File: src/serial_latch_defs.vh
`ifndef SERIAL_LATCH_DEFS_VH
`define SERIAL_LATCH_DEFS_VH

// Width of the peripheral driver and display shift registers.
`define DRV_WIDTH          8
`define DISP_WIDTH         10
// Display shift stage positions of the two control bits.
`define DISP_RS_BIT        8
`define DISP_EN_BIT        9
// Reset values of the latched outputs.
`define DRV_RESET_VALUE    8'h00
`define DISP_RESET_VALUE   10'h000
// Depth of the pin synchroniser.
`define SYNC_STAGES        2

`endif

File: src/pin_sync.v
`timescale 1ns/100ps

// Two-stage synchroniser with a registered copy for edge detection.
module pin_sync
#(
    parameter IDLE = 1'b0
)
(
    // Clock and reset.
    input  wire clk_sys_i,
    input  wire rst_i,
    // Asynchronous pin and its synchronised forms.
    input  wire pin_i,
    output wire level_o,
    output wire rise_o,
    output wire fall_o
);

    reg meta_reg;
    reg sync_reg;
    reg prev_reg;

    // The first stage is read only by the second stage. Every stage resets
    // to the pin's idle level, so no false edge follows reset.
    always @(posedge clk_sys_i)
    begin
        if (rst_i)
        begin
            meta_reg <= IDLE;
            sync_reg <= IDLE;
            prev_reg <= IDLE;
        end
        else
        begin
            meta_reg <= pin_i;
            sync_reg <= meta_reg;
            prev_reg <= sync_reg;
        end
    end

    // Edge pulses last one system clock.
    assign level_o = sync_reg;
    assign rise_o  = sync_reg & ~prev_reg;
    assign fall_o  = ~sync_reg & prev_reg;

endmodule

File: src/serial_output_latch_interface.v
// Functional notes
// - Falling frame select loads the eight driver output states for readback.
// - Driver shift register samples serial data on falling shift clock.
// - Display shift register takes serial data on rising clock.
// - Latches follow shift stages while strobe high, hold while low.
// - Display takes the parallel byte on enable high-to-low transition.
// - Register select bit marks each byte command or data; enable bit strobes it.
`timescale 1ns/100ps
`include "serial_latch_defs.vh"

module serial_output_latch_interface
#(
    parameter DRV_WIDTH  = `DRV_WIDTH,
    parameter DISP_WIDTH = `DISP_WIDTH
)
(
    // System clock and reset.
    input  wire                  clk_sys_i,
    input  wire                  rst_i,
    // Peripheral driver serial link.
    input  wire                  shift_clk_i,
    input  wire                  serial_frame_select_i,
    input  wire                  drv_serial_data_i,
    output wire                  drv_serial_data_o,
    // Peripheral driver parallel outputs.
    output wire [DRV_WIDTH-1:0]  driver_outputs_o,
    // Display board serial link.
    input  wire                  disp_clk_i,
    input  wire                  disp_serial_data_i,
    input  wire                  disp_strobe_i,
    // Display module side.
    output wire [7:0]            lcd_parallel_data_o,
    output wire                  register_select_bit_o,
    output wire                  display_enable_bit_o,
    output wire                  lcd_byte_valid_o,
    output wire [7:0]            lcd_byte_o,
    output wire                  lcd_byte_is_data_o
);

    // Synchronised link signals and their edges.
    wire                  sclk_fall;
    wire                  sel_level;
    wire                  sel_fall;
    wire                  sel_rise;
    wire                  drv_sdi;
    wire                  dclk_rise;
    wire                  disp_sdi;
    wire                  strobe_level;

    // Peripheral driver state.
    reg  [DRV_WIDTH-1:0]  drv_shift_reg;
    reg  [DRV_WIDTH-1:0]  drv_shift_next;
    reg  [DRV_WIDTH-1:0]  drv_out_reg;
    // Display board state.
    reg  [DISP_WIDTH-1:0] disp_shift_reg;
    reg  [DISP_WIDTH-1:0] disp_latch_reg;
    wire [DISP_WIDTH-1:0] disp_latch_next;
    genvar                gi;
    // Display module capture state.
    reg                   en_prev_reg;
    reg                   byte_valid_reg;
    reg  [7:0]            byte_reg;
    reg                   byte_is_data_reg;

    // Shift clock idles high, so its synchroniser resets high.
    pin_sync
    #(
        .IDLE      (1'b1)
    )
    u_sclk
    (
        .clk_sys_i (clk_sys_i),
        .rst_i     (rst_i),
        .pin_i     (shift_clk_i),
        .level_o   (),
        .rise_o    (),
        .fall_o    (sclk_fall)
    );

    // Frame select idles high; its edges open and close a driver frame.
    pin_sync
    #(
        .IDLE      (1'b1)
    )
    u_sel
    (
        .clk_sys_i (clk_sys_i),
        .rst_i     (rst_i),
        .pin_i     (serial_frame_select_i),
        .level_o   (sel_level),
        .rise_o    (sel_rise),
        .fall_o    (sel_fall)
    );

    // Driver serial data is only read as a level.
    pin_sync
    #(
        .IDLE      (1'b0)
    )
    u_dsi
    (
        .clk_sys_i (clk_sys_i),
        .rst_i     (rst_i),
        .pin_i     (drv_serial_data_i),
        .level_o   (drv_sdi),
        .rise_o    (),
        .fall_o    ()
    );

    // Display clock idles low and shifts on its rising edge.
    pin_sync
    #(
        .IDLE      (1'b0)
    )
    u_dclk
    (
        .clk_sys_i (clk_sys_i),
        .rst_i     (rst_i),
        .pin_i     (disp_clk_i),
        .level_o   (),
        .rise_o    (dclk_rise),
        .fall_o    ()
    );

    // Display serial data is only read as a level.
    pin_sync
    #(
        .IDLE      (1'b0)
    )
    u_ddi
    (
        .clk_sys_i (clk_sys_i),
        .rst_i     (rst_i),
        .pin_i     (disp_serial_data_i),
        .level_o   (disp_sdi),
        .rise_o    (),
        .fall_o    ()
    );

    // Latch strobe idles low, which keeps the latches closed.
    pin_sync
    #(
        .IDLE      (1'b0)
    )
    u_stb
    (
        .clk_sys_i (clk_sys_i),
        .rst_i     (rst_i),
        .pin_i     (disp_strobe_i),
        .level_o   (strobe_level),
        .rise_o    (),
        .fall_o    ()
    );

    // Select falling loads the output states; shift clock falls shift.
    always @*
    begin
        drv_shift_next = drv_shift_reg;
        if (sel_fall)
            drv_shift_next = drv_out_reg;
        else if (sclk_fall && !sel_level)
            drv_shift_next = {drv_shift_reg[DRV_WIDTH-2:0],
                              drv_sdi};
    end

    // Driver outputs take the shifted frame when select returns high.
    always @(posedge clk_sys_i)
    begin
        if (rst_i)
        begin
            drv_shift_reg <= `DRV_RESET_VALUE;
            drv_out_reg   <= `DRV_RESET_VALUE;
        end
        else
        begin
            drv_shift_reg <= drv_shift_next;
            if (sel_rise)
                drv_out_reg <= drv_shift_reg;
        end
    end

    // Readback leaves from the top stage of the shift register.
    assign drv_serial_data_o = drv_shift_reg[DRV_WIDTH-1];
    assign driver_outputs_o  = drv_out_reg;

    // Display shift register and the register behind the latches.
    always @(posedge clk_sys_i)
    begin
        if (rst_i)
        begin
            disp_shift_reg <= `DISP_RESET_VALUE;
            disp_latch_reg <= `DISP_RESET_VALUE;
        end
        else
        begin
            if (dclk_rise)
                disp_shift_reg <= {disp_shift_reg[DISP_WIDTH-2:0],
                                   disp_sdi};
            disp_latch_reg <= disp_latch_next;
        end
    end

    // One latch per stage: it follows its stage while the strobe is high.
    generate
        for (gi = 0; gi < DISP_WIDTH; gi = gi + 1)
        begin : g_latch
            assign disp_latch_next[gi] = strobe_level ?
                                         disp_shift_reg[gi] :
                                         disp_latch_reg[gi];
        end
    endgenerate

    assign lcd_parallel_data_o   = disp_latch_reg[7:0];
    assign register_select_bit_o = disp_latch_reg[`DISP_RS_BIT];
    assign display_enable_bit_o  = disp_latch_reg[`DISP_EN_BIT];

    // Display module capture on enable falling edge.
    always @(posedge clk_sys_i)
    begin
        if (rst_i)
        begin
            en_prev_reg      <= 1'b0;
            byte_valid_reg   <= 1'b0;
            byte_reg         <= 8'h00;
            byte_is_data_reg <= 1'b0;
        end
        else
        begin
            en_prev_reg    <= display_enable_bit_o;
            byte_valid_reg <= en_prev_reg & ~display_enable_bit_o;
            if (en_prev_reg && !display_enable_bit_o)
            begin
                byte_reg         <= lcd_parallel_data_o;
                byte_is_data_reg <= register_select_bit_o;
            end
        end
    end

    assign lcd_byte_valid_o   = byte_valid_reg;
    assign lcd_byte_o         = byte_reg;
    assign lcd_byte_is_data_o = byte_is_data_reg;

endmodule

File: config.mk
export PLATFORM = sky130hd
export DESIGN_NAME = serial_output_latch_interface
export DESIGN_NICKNAME = d
export VERILOG_FILES = /design/src/pin_sync.v /design/src/serial_output_latch_interface.v
export VERILOG_INCLUDE_DIRS = /design/src
export SDC_FILE = /design/constraint.sdc
export NUM_CORES = 1
export LEC_CHECK = 0
export BUFFER_PORTS_ARGS = -buffer_cell sky130_fd_sc_hd__buf_2
export CORE_UTILIZATION = 49
export DETAILED_ROUTE_END_ITERATION = 8
export GPL_ROUTABILITY_DRIVEN = 1
export PLACE_DENSITY = 0.75
export SYNTH_ARGS = -nofsm -noshare
export SYNTH_HDL_FRONTEND = slang
export SYNTH_SLANG_ARGS = --single-unit
export TNS_END_PERCENT = 10
File: constraint.sdc
create_clock -name clk_sys_i -period 1.3 [get_ports clk_sys_i]
set_input_delay 0.195 -clock clk_sys_i [delete_from_list [all_inputs] [get_ports clk_sys_i]]
set_output_delay 0.195 -clock clk_sys_i [all_outputs]
set_load 0.005 [all_outputs]
==> metrics.yaml, run 1 <==
clockRootBuffer: "clkbuf_8"
min_period_ps: 1295
timing.fmax_mhz: 772.1
ys_ff_latch: 62
clk_latency_ps: 320
grt_pass1_wl_um: 5954
r2r_start: "u_sel.level_o"
clock_path_buffers: 2
cts_tree: "yes"
coreArea_um2: 4115
die_x_um: 68.43
h-tree-depth: 3
clkTransAtPathRegs_ps: 60
totalNegativeSetupSlack_ps: 0
cp-startpoint: "u_sel.level_o"
finalWorstSetupSlack_ps: 4.874
synth-edff-count: 0
maxCapViolCount: 0
synthFlopType: "dfxtp_1"
area_growth_pct: 24.88
post-synth-top-area-cell: "dfxtp_1"
worstMarginPinSlew_ps: 509.2
yosysSeqAreaShare_pct: 57.41
numCtsBuffers: 9
synth_top_area_share_pct: 57.41
crit_type: "reg -> reg"
via_count: 1553
boundaryPins: 37
routabilityCongestion: 0.7373
post-route-period-util_pct: 99.63
dp.cells: 309
slew_headroom_pct: 66.06
port_buffers: 36
hold_buffers: 0
grt.overflow.total: 0
fin_cells: 325
worstHoldPathType: "in -> reg"
cts_sinks: 62
arrival_ps: 1480
fin_nets: 278
post-dp-hpwl_um: 2418
syn_avg_cell_area_um2: 9.483
reg2reg_depth: 4
first_iter_violations: 76
p_leak_uw: 0.001100
wl_per_cell_um: 11.39
end_kind: "register"
ir_drop_v: 0.0008187
grt_max_degree: 28
fp-row-count: 23
skew_ps: 2.129
groute.usage.overall_pct: 17.76
synth_cell_types: 20
synth_common_cells: "dfxtp_1, nand2_1, nor2_1"
final-setup-viol-count: 0
worstSetupEndpoint: "drv_shift_reg[1]"
async_flop_share_pct: 0
timing_hold_violations_final: 0
critical_path.max_fanout: 8
dr.pass1.iters: 4
die_area_um2: 4682
netlist_area_um2: 2162
dieHeight_um: 68.43
synth_nets: 236
maxSlewViolCount: 0
routed_wl_um: 3702
synthTopCellsByArea: "dfxtp_1, mux2i_1, nand2_1"
timing.rr.end: "drv_shift_reg[1]"
rrSetupSlack_ps: 5
status: "finished, final reports clean"
yosys_warnings: 0
diodes: 0
detail_route.vias_per_cell: 4.778
drcViolationCount: 0
rsz0062_at_grt: "true"
cp.required_ps: 1480
synth_most_common_cell: "dfxtp_1"
syn_inst: 228
p_per_area_nw_per_um2: 1430
worst_setup_path_start_kind: "register"
drtAntennaViolNets: 0
drive_gt1_share_pct: 28.73
initial_core_util_pct: 52.54
pre_cts_ws_ps: -7.126
grt_pass1_vias: 1325
fin_total_pwr_uw: 3862
antenna_found_initial: 0
what timing repair did:
action,in CTS,in global routing
endpoints found under the setup margin,8,12
setup buffers,0,0
gates resized for setup,2,9
pin swaps,0,1
cell type report:
cell class              count  area [µm²]
flip-flops and latches     62        1244
multi-input cells         143       860.8
inverters                   8       30.03
fillers                   338        1415
clock inverters             3       40.04
well taps                  50       62.56
clock buffers              13       178.9
repair buffers             46       284.0
kinds of logic after synthesis:
logic type	count (synthesis)	synth area share [%]
buffers and inverters	23	4.514
AND/OR/NAND/NOR	97	21.07
multiplexers	18	8.333
AO/OA/AOI/OAI	28	8.681
flip-flops	62	57.41
metal layers:
metal / vias up / part of all wire, % / track usage, %
li1: 826 / - / -
met1: 694 / 50 / 22.56
met2: 27 / 45 / 25.37
met3: 6 / 3.3 / 6.167
met4: 0 / 1.8 / 11.20
met5: - / 0 / 0
stage by stage:
stage	instance area, µm²	hold WS (ps)	utilization, %
after detailed placement	2437	375.6	59.23
final	2700	44.99	65.61
after CTS	2664	30.60	64.73
after global routing	2700	41.81	65.61
after global placement	2437	370.8	59.23
after floorplan	2162	292.1	-
report_power, final:
group / internal, µW / switching (µW) / total (µW)
logic: 65.4 / 73.0 / 138
registers: 1930 / 21.3 / 1960
clock network: 1090 / 680 / 1770
cell usage in the layout, fill, tap and decap left out, types with 2 or more instances in the layout:
cell	count
dfxtp_1	60
nand2_1	38
buf_2	36
nor2_1	27
a21oi_1	19
mux2i_1	18
clkbuf_8	13
nor2b_1	12
inv_1	8
buf_4	7
or2_1	6
nor2_2	5
a2111oi_1	5
nand2b_1	3
nor2_4	3
a2111oi_2	3
nor2b_2	2
clkinv_2	2
buf_12	2
dfxtp_2	2
how the worst min path moves through the flow:
stage | startpoint | endpoint | depth (start not counted)
6_report | serial_frame_select_i | u_sel.meta_reg | 2
5_1_grt | shift_clk_i | u_sclk.meta_reg | 2
4_1_cts | shift_clk_i | u_sclk.meta_reg | 2
3_5_place_dp | shift_clk_i | u_sclk.meta_reg | 2
3_3_place_gp | shift_clk_i | u_sclk.meta_reg | 2
2_1_floorplan | shift_clk_i | u_sclk.meta_reg | 1
critical path, cell delays in order, from the launching register on:
cell and delay (ps):
dfxtp_1 310, or4b_4 530, buf_6 170, nor2_2 90
a2111oi_1 60
Power figures use the tool's default switching activity.
==> run 2, diff against run 1 <==
Settings changed: SETUP_SLACK_MARGIN from default to 0.5.
==> metrics.yaml, run 2 (synthesis gave the netlist of run 1 again) <==
dp.cells: 312
die_x_um: 68.43
failed_checks: "setup timing"
skew_ps: 8.937
final-setup-viol-count: 2
grt_pass1_wl_um: 6189
fp-row-count: 23
min_period_ps: 1310
seqPwrFrac_pct: 54.0
antenna_found_initial: 0
grt.overflow.total: 0
p_leak_uw: 0.001220
first_iter_violations: 70
routed_wl_um: 4656
numCtsBuffers: 9
layout_commonest_cell: "dfxtp_2"
critPathMaxStageDelay_ps: 550
slew_headroom_pct: 64.10
worstHoldPathType: "in -> reg"
dr.pass1.iters: 4
boundaryPins: 37
stdcell_area_um2: 3055
worstMarginPinSlew_ps: 538.5
wl_per_cell_um: 14.24
switching_share_pct: 21.59
timing.fmax_mhz: 763.2
p_sw_uw: 781.3
post_dp_cell_area_um2: 2460
routed-wl-met3_um: 186
finalWorstSetupSlack_ps: -10.33
clockRootBuffer: "clkbuf_8"
clkTransAtPathRegs_ps: 60
path_buf_inv: 1
timing_hold_violations_final: 0
final_cell_mix: "dfxtp_2, dfxtp_1, nor2_1, buf_2, nand2_1"
fin_cells: 327
drive_gt1_share_pct: 55.23
post-dp-hpwl_um: 2530
area_growth_pct: 41.32
cts_sinks: 62
m1WireLength_um: 2080
cp.required_ps: 1500
via_count: 1662
dr.max_layer_used: "met4"
status: "finished, violations left"
coreArea_um2: 4115
p_per_area_nw_per_um2: 1184
ir_drop_v: 0.0008018
maxSlewViolCount: 0
cp_cell_sequence: "or4b_4 > buf_12 > nor2_4 > a2111oi_2"
port_buffers: 36
totalNegativeSetupSlack_ps: -12.38
worst_setup_path_start_kind: "register"
maxCapViolCount: 0
drcViolationCount: 0
clk_latency_ps: 340
grt_pass1_vias: 1403
grt_max_degree: 27
crit_type: "reg -> reg"
combPwrFrac_pct: 4.8
detail_route.vias_per_cell: 5.083
internal_power_uw: 2837
h-tree-depth: 3
critical_path.top_delay_family: "simple AND/OR/NAND/NOR gates"
arrival_ps: 1510
drtAntennaViolNets: 0
cts_tree: "yes"
clock_path_buffers: 2
critical_path.max_fanout: 8
cp_slowest_cell: "or4b_4"
end_kind: "register"
groute.usage.overall_pct: 19.02
diodes: 0
dr_wl_met2_um: 2322
post-route-period-util_pct: 100.8
routabilityCongestion: 0.7182
hold_buffers: 0
initial_core_util_pct: 52.54
rsz0062_at_grt: "true"
pwr-share-clk_pct: 41.1
die_area_um2: 4682
dieHeight_um: 68.43
fin_nets: 282
run 2: final cells by class:
class	count	area [µm²]
well taps	50	62.56
repair buffers	49	426.7
flip-flops and latches	62	1290
clock buffers	13	168.9
inverters	8	30.03
multi-input cells	144	1072
fillers	258	1060
clock inverters	1	5.005
run 2: timing repair:
| item | CTS | global route |
|---|---|---|
| gates resized for setup | 6 | 116 |
| gates cloned | 0 | 1 |
| pin swaps | 1 | 47 |
| setup buffers | 0 | 0 |
| endpoints found under the setup margin | 75 | 76 |
run 2: path summary, 6_finish.rpt:
path | from | endpoint | slack [ps] | cells past startpoint
max | u_sel.prev_reg | drv_shift_reg[3] | -10 | 4
min reg2reg | u_sel.meta_reg | u_sel.level_o | 400 | 1
max reg2reg | u_sel.prev_reg | drv_shift_reg[3] | -10 | 4
min | shift_clk_i | u_sclk.meta_reg | 40 | 2
run 2: worst register-to-register path, stage by stage (launching register included):
cell and delay, ps:
dfxtp_1 310, or4b_4 550, buf_12 170, nor2_4 100, a2111oi_2 60
run 2: through the flow:
step	hold WS, ps	setup slack (ps)	utilization [%]	total power [µW]
2_1_floorplan	292.1	65.34	-	2079
3_3_place_gp	372.0	11.44	59.78	2132
5_1_grt	20.99	-47.03	74.25	3763
4_1_cts	21.44	6.361	64.52	3625
6_report	42.38	-10.33	74.25	3619
3_5_place_dp	377.6	-42.75	59.78	2135
run 2: routing by layer:
metal,vias up,global-route usage [%]
li1,835,-
met3,8,9.500
met5,-,0
met1,777,22.19
met2,42,29.04
met4,0,8.594
run 2: power groups by stage:
| stage | Combinational (µW) | Sequential [µW] | Clock, µW |
|---|---|---|---|
| 5_1_grt | 190 | 1960 | 1620 |
| 3_3_place_gp | 138 | 1990 | 0 |
| 6_report | 175 | 1950 | 1490 |
| 3_5_place_dp | 140 | 2000 | 0 |
| 2_1_floorplan | 87.1 | 1990 | 0 |
| 4_1_cts | 142 | 1950 | 1530 |
